[src/rtl/lrc_pkg.sv]
// Shared constants and types for the low-rate conversion sequencer and its host end
package lrc_pkg;
  localparam int unsigned   CLK_HZ          = 10_000_000;
  localparam int unsigned   PWRUP_TIME_US   = 100;
  localparam int unsigned   PWRUP_CYCLES    = (PWRUP_TIME_US * (CLK_HZ / 1_000_000));
  localparam logic [7:0]    SEQ_CTRL_ADDR   = 8'h42;
  localparam logic [15:0]   SEQ_CTRL_RESET  = 16'h0000;
  localparam int unsigned   SEQ_LSB         = 0;
  localparam int unsigned   SEQ_W           = 2;
  localparam int unsigned   NUM_CH          = 4;
  localparam int unsigned   NUM_DIAG        = 4;
  localparam int unsigned   CONV_CYCLES     = 16;
  // Host-side register offsets
  localparam logic [3:0]    HOST_CMD_OFS    = 4'h0;
  localparam logic [3:0]    HOST_STAT_OFS   = 4'h4;
  localparam logic [3:0]    HOST_SEQ_OFS    = 4'h8;
  // Sequence codes
  typedef enum logic [1:0] {
    LRC_SEQ_IDLE   = 2'h0,
    LRC_SEQ_SINGLE = 2'h1,
    LRC_SEQ_CONT   = 2'h2,
    LRC_SEQ_PDOWN  = 2'h3
  } lrc_seq_t;
endpackage

[src/rtl/lrc_if.sv]
// Register link between host controller and conversion sequencer
`timescale 1ns/1ps
interface lrc_if;
  import lrc_pkg::*;
  logic [7:0]  addr;   // Register address
  logic [15:0] wdata;  // Write data
  logic        wr;     // Write strobe
  logic        rd;     // Read strobe
  logic [15:0] rdata;  // Read data, cycle after rd
  logic        busy;   // Live busy flag
  modport dev  (input addr, wdata, wr, rd, output rdata, busy);
  modport host (output addr, wdata, wr, rd, input rdata, busy);
endinterface

[src/rtl/lrc_seq_ctrl.sv]
// Device end: low-rate conversion sequence control and power-up timing
`timescale 1ns/1ps
module lrc_seq_ctrl
  import lrc_pkg::*;
#(
  parameter int unsigned PWRUP_CNT = PWRUP_CYCLES,
  parameter int unsigned CONV_CNT  = CONV_CYCLES
) (
  input  wire logic                clk_i,        // 10 MHz clock
  input  wire logic                reset_i,      // Async reset, active high
  lrc_if.dev                       bus,          // Register link
  input  wire logic [NUM_CH-1:0]   ch_en_i,      // Channel A..D enables
  input  wire logic [NUM_DIAG-1:0] diag_en_i,    // Diagnostic enables
  output logic                     powered_o,    // Converter powered
  output logic                     conv_start_o, // One-cycle conversion start
  output logic [2:0]               conv_sel_o,   // Slot: 0..3 channel, 4..7 diag
  output logic                     conv_diag_o   // Slot is a diagnostic
);
  localparam int unsigned NSLOT = NUM_CH + NUM_DIAG;

  // One-hot states; down and power-up are kept apart so busy
  // covers only the power-up stretch and not the powered-down time
  typedef enum logic [4:0] {
    ST_DOWN  = 5'h01,
    ST_PWRUP = 5'h02,
    ST_IDLE  = 5'h04,
    ST_CONV  = 5'h08,
    ST_NEXT  = 5'h10
  } lrc_state_t;

  lrc_state_t       state_reg;
  lrc_seq_t         seq_reg;
  logic [15:0]      pwr_cnt_reg;
  logic [15:0]      conv_cnt_reg;
  logic [2:0]       slot_reg;
  logic [NSLOT-1:0] en_lat_reg;
  logic             cont_reg;
  logic             wr_seq;
  logic [NSLOT-1:0] live_en;
  logic [NSLOT-1:0] en_use;
  logic [2:0]       next_slot;
  logic             next_found;
  logic [2:0]       first_slot;
  logic             first_found;
  logic             stop_wr;

  assign wr_seq  = bus.wr && (bus.addr == SEQ_CTRL_ADDR);
  assign live_en = {diag_en_i, ch_en_i};
  // Idle or power-down write; cuts a start pulse launched in the same cycle
  assign stop_wr = wr_seq && (bus.wdata[1:0] == LRC_SEQ_IDLE ||
                              bus.wdata[1:0] == LRC_SEQ_PDOWN);
  // Enables latched at start so a running sequence cannot be altered
  assign en_use  = (state_reg == ST_IDLE) ? live_en : en_lat_reg;

  // Slot search: first enabled slot, and next enabled above current
  // Walks from the top so the last hit is the lowest slot; a priority
  // encoder costs less than a rotating mask here
  always_comb begin
    first_found = 1'b0;
    first_slot  = 3'h0;
    next_found  = 1'b0;
    next_slot   = 3'h0;
    for (int i = NSLOT - 1; i >= 0; i--) begin
      if (en_use[i]) begin
        first_found = 1'b1;
        first_slot  = 3'(i);
        if (3'(i) > slot_reg) begin
          next_found = 1'b1;
          next_slot  = 3'(i);
        end
      end
    end
  end

  // Sequence field; only bits 1:0 stored
  // Field is never cleared by hardware, so a finished pass leaves 01
  // in place and software must write it again for the next pass
  always_ff @(posedge clk_i or posedge reset_i) begin
    if (reset_i) begin
      seq_reg <= lrc_seq_t'(SEQ_CTRL_RESET[SEQ_LSB +: SEQ_W]);
    end else if (wr_seq) begin
      seq_reg <= lrc_seq_t'(bus.wdata[SEQ_LSB +: SEQ_W]);
    end
  end

  // Main control: power state and conversion walk
  always_ff @(posedge clk_i or posedge reset_i) begin
    if (reset_i) begin
      state_reg    <= ST_DOWN;
      pwr_cnt_reg  <= 16'h0000;
      conv_cnt_reg <= 16'h0000;
      slot_reg     <= 3'h0;
      en_lat_reg   <= '0;
      cont_reg     <= 1'b0;
    end else if (wr_seq && bus.wdata[1:0] == LRC_SEQ_PDOWN) begin
      state_reg <= ST_DOWN;
      cont_reg  <= 1'b0;
    end else if (wr_seq && state_reg == ST_DOWN &&
                 (bus.wdata[1:0] == LRC_SEQ_IDLE || bus.wdata[1:0] == LRC_SEQ_SINGLE)) begin
      // Power-up only; a single-pass code must be rewritten afterwards
      state_reg   <= ST_PWRUP;
      pwr_cnt_reg <= 16'(PWRUP_CNT);
    end else if (wr_seq && bus.wdata[1:0] == LRC_SEQ_IDLE) begin
      if (state_reg != ST_PWRUP) begin
        state_reg <= ST_IDLE;
      end
      cont_reg <= 1'b0;
    end else if (wr_seq && state_reg == ST_IDLE && first_found &&
                 (bus.wdata[1:0] == LRC_SEQ_SINGLE || bus.wdata[1:0] == LRC_SEQ_CONT)) begin
      state_reg    <= ST_CONV;
      en_lat_reg   <= live_en;
      slot_reg     <= first_slot;
      conv_cnt_reg <= 16'(CONV_CNT);
      cont_reg     <= (bus.wdata[1:0] == LRC_SEQ_CONT);
    end else begin
      unique case (state_reg)
        ST_DOWN: begin
          state_reg <= ST_DOWN;
        end
        ST_PWRUP: begin
          // Counter runs out after PWRUP_CNT cycles; busy stays high
          // for exactly that many cycles after the power-up write
          if (pwr_cnt_reg <= 16'h0001) begin
            state_reg <= ST_IDLE;
          end
          pwr_cnt_reg <= pwr_cnt_reg - 16'h0001;
        end
        ST_IDLE: begin
          state_reg <= ST_IDLE;
        end
        ST_CONV: begin
          if (conv_cnt_reg <= 16'h0001) begin
            state_reg <= ST_NEXT;
          end
          conv_cnt_reg <= conv_cnt_reg - 16'h0001;
        end
        ST_NEXT: begin
          // One spare cycle per slot keeps starts apart by CONV_CNT+1
          // and gives the slot search a settled slot number
          conv_cnt_reg <= 16'(CONV_CNT);
          if (next_found) begin
            slot_reg  <= next_slot;
            state_reg <= ST_CONV;
          end else if (cont_reg) begin
            slot_reg  <= first_slot;
            state_reg <= ST_CONV;
          end else begin
            state_reg <= ST_IDLE;
          end
        end
      endcase
    end
  end

  // Read port: field in low bits, reserved bits zero
  // Data stands from the cycle after the read strobe until the next one;
  // any other address reads zero rather than holding stale data
  always_ff @(posedge clk_i or posedge reset_i) begin
    if (reset_i) begin
      bus.rdata <= 16'h0000;
    end else if (bus.rd) begin
      bus.rdata <= (bus.addr == SEQ_CTRL_ADDR) ? {14'h0000, seq_reg} : 16'h0000;
    end
  end

  // Busy covers power-up and any running pass
  // Combinational so it drops in the same cycle the walk returns to idle
  assign bus.busy = (state_reg == ST_PWRUP) || (state_reg == ST_CONV) ||
                    (state_reg == ST_NEXT);
  assign powered_o = (state_reg != ST_DOWN);

  // Conversion start pulses in the cycle after the first cycle of each slot
  always_ff @(posedge clk_i or posedge reset_i) begin
    if (reset_i) begin
      conv_start_o <= 1'b0;
      conv_sel_o   <= 3'h0;
      conv_diag_o  <= 1'b0;
    end else begin
      // A stop written in this cycle wins over a slot that would start now
      conv_start_o <= (state_reg == ST_CONV) && (conv_cnt_reg == 16'(CONV_CNT)) &&
                      !stop_wr;
      conv_sel_o   <= slot_reg;
      conv_diag_o  <= (slot_reg >= 3'(NUM_CH));
    end
  end
endmodule // lrc_seq_ctrl

[src/flat_wrapper.sv]
// flat-port wrapper written by rule: the top's interface ports become plain ports
module lrc_seq_ctrl_flat import lrc_pkg::*;
#(
  parameter int unsigned PWRUP_CNT = PWRUP_CYCLES,
  parameter int unsigned CONV_CNT  = CONV_CYCLES
)
  (clk_i, reset_i, ch_en_i, diag_en_i, powered_o, conv_start_o, conv_sel_o, conv_diag_o, bus_addr, bus_wdata, bus_wr, bus_rd, bus_rdata, bus_busy);
  lrc_if bus_i ();
  input  wire logic clk_i;
  input  wire logic reset_i;
  input  wire logic [NUM_CH-1:0] ch_en_i;
  input  wire logic [NUM_DIAG-1:0] diag_en_i;
  output logic powered_o;
  output logic conv_start_o;
  output logic [2:0] conv_sel_o;
  output logic conv_diag_o;
  input wire logic [$bits(bus_i.addr)-1:0] bus_addr;
  input wire logic [$bits(bus_i.wdata)-1:0] bus_wdata;
  input wire logic [$bits(bus_i.wr)-1:0] bus_wr;
  input wire logic [$bits(bus_i.rd)-1:0] bus_rd;
  output wire logic [$bits(bus_i.rdata)-1:0] bus_rdata;
  output wire logic [$bits(bus_i.busy)-1:0] bus_busy;
  assign bus_i.addr = bus_addr;
  assign bus_i.wdata = bus_wdata;
  assign bus_i.wr = bus_wr;
  assign bus_i.rd = bus_rd;
  assign bus_rdata = bus_i.rdata;
  assign bus_busy = bus_i.busy;
  lrc_seq_ctrl #(.PWRUP_CNT(PWRUP_CNT), .CONV_CNT(CONV_CNT)) u_core (.clk_i(clk_i), .reset_i(reset_i), .bus(bus_i), .ch_en_i(ch_en_i), .diag_en_i(diag_en_i), .powered_o(powered_o), .conv_start_o(conv_start_o), .conv_sel_o(conv_sel_o), .conv_diag_o(conv_diag_o));
endmodule
[config.mk]
export PLATFORM = sky130hd
export DESIGN_NAME = lrc_seq_ctrl_flat
export DESIGN_NICKNAME = d
export VERILOG_FILES = /design/src/rtl/lrc_pkg.sv /design/src/rtl/lrc_if.sv /design/src/rtl/lrc_seq_ctrl.sv /design/src/flat_wrapper.sv
export SDC_FILE = /design/constraint.sdc
export NUM_CORES = 1
export LEC_CHECK = 0
export ABC_AREA = 1
export CORE_UTILIZATION = 69
export DETAILED_ROUTE_END_ITERATION = 8
export DONT_BUFFER_PORTS = 1
export PLACE_DENSITY = 0.94
export SYNTH_ARGS = -nofsm -noshare
export SYNTH_HDL_FRONTEND = slang
export SYNTH_SLANG_ARGS = --single-unit
[constraint.sdc]
create_clock -name clk_i -period 3.6 [get_ports clk_i]
set_input_delay 1.08 -clock clk_i [delete_from_list [all_inputs] [get_ports clk_i]]
set_output_delay 1.08 -clock clk_i [all_outputs]
set_load 0.02 [all_outputs]
==> summary.txt, run 1 <==
Global routing
  – Global-route layer with the greatest usage: met2
  – First-pass GRT wire length: 13.88 mm
  – GR Layer Usage met3: 0.06467
  – Routing usage on met2: 0.5099
  – Initial antenna violation count: 0
  – Overflow after GRT: 0
  – Vias in the first global route: 3193
  – Pin count of the biggest net entering global routing: 31
  – Met1 Use GR: 0.3642
  – Global-route usage over all layers: 0.2988

Final layout
  – Diode insertion count for antenna repair: 0
  – Post-layout instance area: 0.004049 mm²
  – Number of nets in the layout: 589
  – Signed area change from the synthesized netlist to the final layout: 5.855%
  – Number of non-filler instances in the completed layout: 620
  – Share of post-route cells with drive strength above 1: 0.1018

Timing
  – RSZ-0062 raised after global routing: no
  – Min setup slack post-route: 548.0 ps
  – Post-layout min period: 3052 ps
  – Final Skew: between 6 and 7 ps
  – Transition time at the pin with the least slew margin: 663.4 ps
  – Post-route setup TNS: 0 ps
  – Maximum achievable frequency: 327.7 MHz
  – Remaining max-slew budget at the tightest pin: 0.5544
  – Tcrit/Tclk final: 0.8478
  – Setup violators final: 0
  – Count of pins over their slew limit: 0
  – Endpoints failing hold: 0

Place
  – I/O Buffers: 0
  – Area of placed instances: 0.003845 mm²
  – Post-placement setup slack: 624.0 ps
  – HPWL reported at the end of detailed placement: 6.028 mm
  – Cells after DPL: 604
  – Routability congestion estimate: 0.9061

Detailed routing
  – DR iter-0 viols: 237
  – Vias per std cell: 5.581
  – DRC violations left: 0
  – Routed Wire Length: ~8.2 mm
  – Count of vias placed by the detailed router: about 3.5k
  – First-pass detailed-route iteration total: 5
  – Average wire per cell in the routed design: roughly 13 µm
  – Post-detailed-route count of antenna-violating nets: 0

Synth
  – Synthesis-stage register bit count: 58
  – Cell count after synthesis: 538
  – Yosys warning count: 0
  – Mapped Avg Cell Area: 7.110 µm²
  – Main synth FF type: sky130_fd_sc_hd__dfrtp_1
  – Synth async-reset ratio: 1.000
  – Synth unique cells: 35
  – Share of the yosys chip area belonging to registers: 0.3798
  – Number of synthesized flops with an enable pin: 0
  – Cell area after synthesis: 0.003825 mm²

Clocking
  – CTS tree: yes
  – Post-CTS setup-driven buffer insertion count: 0
  – Clock-pin transition on the worst setup and hold timing paths: 70 ps
  – Source-to-sink clock delay at the later pin of the worst-skew pair: 340 ps
  – H-tree lvl count: 3
  – CTS buffer count: 9
  – Number of clock sinks seen by CTS: between 50 and 60
  – Hold_buf cts: 0
  – Maximum number of buffers from clock root to sink: 2
  – Number of gates given a new drive strength after cts: 0
  – Clk Tree Root Cell: sky130_fd_sc_hd__clkbuf_8

Floorplanning
  – Starting utilization of the core area: 0.7303
  – Placeable core region: 0.005238 mm²
  – Die height: 76.46 µm
  – Die X-Extent: about 76 µm
  – FP Rows: 26
  – Floorplan die area: 0.005845 mm²
  – Top Ports: 59

Critical path
  – CP required: 2520 ps
  – Crit Reg-Reg Startpoint: u_core.state_reg[1]$_DFFE_PP0P_
  – Slowest stage cell on the critical path: sky130_fd_sc_hd__dfstp_2
  – Crit. path cell count: 6
  – Maximum fanout encountered on the critical timing path: 10
  – Worst stage delay on the critical path: a little under 600 ps
  – Internal reg-to-reg setup slack: between 900 and 1000 ps
  – Crit path capture type: output port
  – Number of buffers and inverters on the critical path: 2
  – Reg2reg path depth: 13
  – Cells along the critical path: nor2_4 -> inv_1 -> nor3_2 -> buf_4 -> or2_2 -> or2_2
  – Class of the most critical setup path: reg2out
  – CP top delay family: simple AND/OR/NAND/NOR gates
  – Type of element launching the critical path: flop
  – Most frequent CP cell: sky130_fd_sc_hd__or2_2
  – Crit path from: u_core.state_reg[0]$_DFFE_PP1P_
  – Worst setup path endpoint: bus_busy
  – Arrival time of data at the critical path endpoint: between 1500 and 2000 ps
  – Worst flop-to-flop path endpoint: u_core.pwr_cnt_reg[0]$_DFFE_PP0P_

Power
  – Leak: between 0.002 and 0.0025 µW
  – Max IR drop VDD: 269.5 µV
  – Power Density: 360.5 mW/mm²
  – Pwr Total: 1460 µW

Run
  – Number of max-capacitance violations reported: 0

Hold path
  – Class of the tightest hold or removal check: reg2reg
  – Startpoint of the most critical hold path: u_core.slot_reg[0]$_DFFE_PP0P_

Run status
  – Outcome: completed
-- worst min-delay path by stage --
stage / end / slack (ps) / cells after the start
3_5_place_dp: u_core.conv_sel_o[0]$_DFF_PP0_ / 450 / 0
4_1_cts: u_core.conv_sel_o[0]$_DFF_PP0_ / 470 / 0
5_1_grt: u_core.conv_sel_o[0]$_DFF_PP0_ / 480 / 0
3_3_place_gp: u_core.conv_sel_o[0]$_DFF_PP0_ / 450 / 0
2_1_floorplan: u_core.conv_sel_o[0]$_DFF_PP0_ / 410 / 0
6_report: u_core.conv_sel_o[0]$_DFF_PP0_ / 470 / 0
-- through the flow --
step / utilization / hold WS [ps]
floorplan: - / 409.0
global placement: 0.7341 / 446.9
detailed placement: 0.7341 / 450.0
CTS: 0.7731 / 465.9
global route: 0.7731 / 483.0
finish: 0.7731 / 468.5
-- cell usage in the layout (no fill, tap or decap) --
| cell | instances |
|---|---|
| sky130_fd_sc_hd__nand2_1 | 133 |
| sky130_fd_sc_hd__nor2_1 | 71 |
| sky130_fd_sc_hd__dfrtp_1 | 57 |
| sky130_fd_sc_hd__inv_1 | 56 |
| sky130_fd_sc_hd__nand3_1 | 51 |
| sky130_fd_sc_hd__a21oi_1 | 20 |
| sky130_fd_sc_hd__o21ai_1 | 18 |
| sky130_fd_sc_hd__conb_1 | 14 |
| sky130_fd_sc_hd__nand4_1 | 13 |
| sky130_fd_sc_hd__or2_2 | 11 |
| sky130_fd_sc_hd__o21ai_0 | 11 |
| sky130_fd_sc_hd__xor2_1 | 11 |
| sky130_fd_sc_hd__clkbuf_8 | 11 |
| sky130_fd_sc_hd__nor3_1 | 10 |
| sky130_fd_sc_hd__nor4_1 | 8 |
| sky130_fd_sc_hd__ha_1 | 8 |
| sky130_fd_sc_hd__buf_4 | 7 |
| sky130_fd_sc_hd__inv_2 | 6 |
| sky130_fd_sc_hd__xnor2_1 | 6 |
| sky130_fd_sc_hd__nand2_2 | 3 |
| sky130_fd_sc_hd__o2111ai_1 | 3 |
| sky130_fd_sc_hd__clkinv_2 | 3 |
| sky130_fd_sc_hd__nor2_4 | 2 |
| sky130_fd_sc_hd__nand3_2 | 2 |
| sky130_fd_sc_hd__nor2_2 | 2 |
| sky130_fd_sc_hd__nand4_2 | 2 |
| sky130_fd_sc_hd__o21bai_1 | 2 |
| sky130_fd_sc_hd__o21ai_2 | 1 |
| sky130_fd_sc_hd__nor3_2 | 1 |
| sky130_fd_sc_hd__nand3_4 | 1 |
| sky130_fd_sc_hd__a31oi_1 | 1 |
| sky130_fd_sc_hd__nand2_4 | 1 |
| sky130_fd_sc_hd__nand3b_1 | 1 |
| sky130_fd_sc_hd__bufinv_16 | 1 |
| sky130_fd_sc_hd__clkinvlp_4 | 1 |
| sky130_fd_sc_hd__dfstp_2 | 1 |
-- final cells by class --
type	instances	area, µm²
Inverter	62	232.7
Timing Repair Buffer	7	52.55
Multi-Input combinational cell	407	2019
Tap cell	70	87.58
Clock buffer	11	151.4
Sequential cell	58	1453
Fill cell	376	1189
Clock inverter	5	52.55
-- cells in the mapped netlist (5+ instances only) --
cell                      instances  area share
sky130_fd_sc_hd__a21oi_1         20       0.026
sky130_fd_sc_hd__buf_2            6      0.0079
sky130_fd_sc_hd__nor2_1          71       0.070
sky130_fd_sc_hd__inv_2            5      0.0049
sky130_fd_sc_hd__buf_4           15       0.029
sky130_fd_sc_hd__o21ai_0         11       0.014
sky130_fd_sc_hd__or2_2           11       0.018
sky130_fd_sc_hd__ha_1             8       0.026
sky130_fd_sc_hd__nor3_1          10       0.013
sky130_fd_sc_hd__inv_1           57       0.056
sky130_fd_sc_hd__nand4_1         13       0.021
sky130_fd_sc_hd__nor4_1           8       0.013
sky130_fd_sc_hd__o21ai_1         18       0.024
sky130_fd_sc_hd__dfrtp_1         57        0.37
sky130_fd_sc_hd__xnor2_1          6       0.014
sky130_fd_sc_hd__nand3_1         51       0.067
sky130_fd_sc_hd__nand2_1        133        0.13
sky130_fd_sc_hd__xor2_1          11       0.025
-- worst reg2reg max path: cells and delay by family, from the launching register on --
| kind | cells | cell delay (ps) |
|---|---|---|
| AO/OA/AOI/OAI | 1 | 80 |
| buffers and inverters | 2 | 490 |
| flip-flops | 1 | 410 |
| AND/OR/NAND/NOR | 10 | 1520 |
-- cells by family after synthesis --
logic type / count (synthesis) / synth area share
AND/OR/NAND/NOR: 312 / 0.3703
buffers and inverters: 86 / 0.1050
flip-flops: 58 / 0.3798
AO/OA/AOI/OAI: 56 / 0.07884
XOR/XNOR: 17 / 0.03893
adder cells (fa/ha/maj): 8 / 0.02617
other: 1 / 0.0009804
-- metal layers --
| layer | up-vias | share of wire |
|---|---|---|
| li1 | 1731 | - |
| met1 | 1611 | 0.43 |
| met2 | 99 | 0.50 |
| met3 | 19 | 0.045 |
| met4 | 0 | 0.020 |
| met5 | - | 0 |
-- power by group --
group / total, µW / internal (µW) / switching [µW] / leakage, µW
combinational: 175 / 67.8 / 107 / 0.00132
sequential: 673 / 662 / 10.9 / 0.000743
clock: 612 / 353 / 259 / 0.000105
Power figures use the tool's default switching activity.
==> run 2: changes to the inputs <==
--- a/config.mk
+++ b/config.mk
@@ -6,10 +6,10 @@
 export NUM_CORES = 1
 export LEC_CHECK = 0
 export ABC_AREA = 1
-export CORE_UTILIZATION = 69
+export CORE_UTILIZATION = 58
 export DETAILED_ROUTE_END_ITERATION = 8
 export DONT_BUFFER_PORTS = 1
-export PLACE_DENSITY = 0.94
+export PLACE_DENSITY = 0.85
 export SYNTH_ARGS = -nofsm -noshare
 export SYNTH_HDL_FRONTEND = slang
 export SYNTH_SLANG_ARGS = --single-unit
==> constraint.sdc (replaced) <==
create_clock -name clk_i -period 2.7 [get_ports clk_i]
set_input_delay 0.81 -clock clk_i [delete_from_list [all_inputs] [get_ports clk_i]]
set_output_delay 0.81 -clock clk_i [all_outputs]
set_load 0.02 [all_outputs]
==> run 2 against run 1 <==
- largest power group unchanged
- highest routed layer unchanged
- critical path type unchanged
- core utilization shrank 13 points
- via count down 2.9%
- global-route usage shrank 4.7 points
- first-iteration DRC count shrank 5.9%
- sequential power up 33%
- clock power increased by 17%
==> summary.txt, run 2 (synthesized netlist as in run 1, its figures left out) <==
Run status
  – Outcome: completed

Clocking
  – Number of clock sinks seen by CTS: 58
  – Clock-pin transition on the worst setup and hold timing paths: roughly 80 ps
  – Maximum number of buffers from clock root to sink: 2
  – Hold_buf cts: 0
  – CTS tree: yes
  – H-tree lvl count: 3
  – CTS buffer count: 9
  – Clk Tree Root Cell: sky130_fd_sc_hd__clkbuf_8
  – Source-to-sink clock delay at the later pin of the worst-skew pair: 350 ps

Final layout
  – Diode insertion count for antenna repair: 0
  – Number of nets in the layout: about 600
  – Most common cell after layout, fill and taps aside: sky130_fd_sc_hd__nand2_1
  – Utilization after layout: 0.6471
  – Commonest cells after routing, fill and taps aside: sky130_fd_sc_hd__nand2_1 (133), sky130_fd_sc_hd__nor2_1 (71), sky130_fd_sc_hd__dfrtp_1 (57)
  – Share of post-route cells with drive strength above 1: 0.1115
  – Number of non-filler instances in the completed layout: 633
  – Signed area change from the synthesized netlist to the final layout: 7.426%

Timing
  – Count of pins over their slew limit: 0
  – Setup violators final: 0
  – Post-route setup TNS: 0 ps
  – Maximum achievable frequency: 378.6 MHz
  – Hold Worst Slack: approximately 370 ps
  – Endpoints failing hold: 0
  – Final Skew: 14.19 ps
  – Post-layout min period: about 2600 ps
  – RSZ-0062 raised after global routing: no
  – Tcrit/Tclk final: 0.9782

Critical path
  – Maximum fanout encountered on the critical timing path: 7
  – Type of element launching the critical path: flop
  – Class of the most critical setup path: reg2out
  – Internal reg-to-reg setup slack: 290 ps
  – CP required: 1890 ps
  – Crit Reg-Reg Startpoint: u_core.state_reg[1]$_DFFE_PP0P_
  – Arrival time of data at the critical path endpoint: about 1800 ps
  – Crit path capture type: output port
  – Reg2reg path depth: 12
  – Worst flop-to-flop path endpoint: u_core.state_reg[3]$_DFFE_PP0P_

Power
  – Clock network fraction of total power: 0.391
  – Max IR drop VDD: 306.6 µV
  – Power Density: 447.0 mW/mm²
  – Leak: around 0.0022 µW
  – P_int: 1326 µW
  – Sequential share of power: 0.488
  – Switching pwr: 510.4 µW
  – Comb pwr share: 0.121
  – Switching part of the total power: 0.2779
  – Pwr Total: roughly 1800 µW

Global routing
  – Global-route usage over all layers: 0.2514
  – Pin count of the biggest net entering global routing: 59
  – First-pass GRT wire length: about 14 mm
  – Vias in the first global route: around 3.1k
  – Initial antenna violation count: 0
  – Overflow after GRT: 0

Floorplanning
  – FP Rows: 29
  – Top Ports: 59
  – Floorplan die area: 0.006923 mm²
  – Starting utilization of the core area: 0.6024
  – Die height: 83.21 µm
  – Placeable core region: 0.006350 mm²
  – Die X-Extent: about 83 µm

Detailed routing
  – Routed Wire Length: 7.948 mm
  – Average wire per cell in the routed design: 12.56 µm
  – First-pass detailed-route iteration total: 5
  – DRC violations left: 0
  – Count of vias placed by the detailed router: 3358
  – Post-detailed-route count of antenna-violating nets: 0
  – DR iter-0 viols: 223
  – Vias per std cell: 5.305

Place
  – I/O Buffers: 0
  – Cells after DPL: 617
  – Routability congestion estimate: 0.8936
  – HPWL reported at the end of detailed placement: 5.910 mm

Hold path
  – Class of the tightest hold or removal check: in2async

Run
  – Number of max-capacitance violations reported: 0
## run 2: how the worst max path moves through the flow
stage | from | to | slack (ps) | depth (start not counted)
6_report | u_core.state_reg[0]$_DFFE_PP1P_ | bus_busy | 60 | 5
5_1_grt | u_core.state_reg[0]$_DFFE_PP1P_ | bus_busy | 4 | 5
4_1_cts | u_core.state_reg[0]$_DFFE_PP1P_ | bus_busy | 80 | 5
3_5_place_dp | u_core.state_reg[1]$_DFFE_PP0P_ | u_core.state_reg[3]$_DFFE_PP0P_ | 170 | 12
3_3_place_gp | u_core.state_reg[1]$_DFFE_PP0P_ | u_core.state_reg[3]$_DFFE_PP0P_ | 250 | 12
2_1_floorplan | bus_addr[0] | u_core.pwr_cnt_reg[5]$_DFFE_PP0P_ | 430 | 9
## run 2: per-layer routing
layer | vias to the layer above | wire length (µm) | part of all wire | GRT usage
met5 | - | 0 | 0 | 0
met4 | 0 | 165 | 0.021 | 0.1113
met3 | 13 | 315 | 0.040 | 0.05070
met2 | 62 | 3963 | 0.50 | 0.4240
met1 | 1538 | 3503 | 0.44 | 0.3115
li1 | 1745 | - | - | -
## run 2: timing repair
action / 4_1_cts / 5_1_grt
endpoints found under the setup margin: 0 / 2
buffers inserted: 0 / 0
gates resized for setup: 0 / 2
## run 2: worst max-delay path: stages (launching register included)
cell	delay [ps]
sky130_fd_sc_hd__dfstp_2	580
sky130_fd_sc_hd__nor2_4	70
sky130_fd_sc_hd__inv_1	110
sky130_fd_sc_hd__nor3_2	50
sky130_fd_sc_hd__or2_2	310
sky130_fd_sc_hd__or2_2	370
## run 2: stage by stage
| stage | worst slack, ps | area [µm²] |
|---|---|---|
| after floorplan | 434.7 | 3874 |
| after global placement | 247.7 | 3924 |
| after detailed placement | 171.0 | 3924 |
| after CTS | 84.43 | 4095 |
| after global routing | 4.383 | 4109 |
| final | 58.97 | 4109 |
## run 2: cell type report
| cell class | instances | area [µm²] |
|---|---|---|
| fill | 549 | 2241 |
| multi-input combinational | 407 | 2033 |
| sequential | 58 | 1453 |
| inverter | 62 | 232.7 |
| clock buffer | 11 | 141.4 |
| timing repair buffer | 13 | 122.6 |
| tap | 77 | 96.34 |
| clock inverter | 5 | 30.03 |
## run 2: power groups by stage
| stage | Clock (µW) | Sequential, µW | Combinational, µW |
|---|---|---|---|
| finish | 718 | 897 | 222 |
| global route | 759 | 898 | 256 |
| CTS | 726 | 896 | 224 |
| detailed placement | 0 | 913 | 223 |
| global placement | 0 | 912 | 218 |
| floorplan | 0 | 909 | 207 |
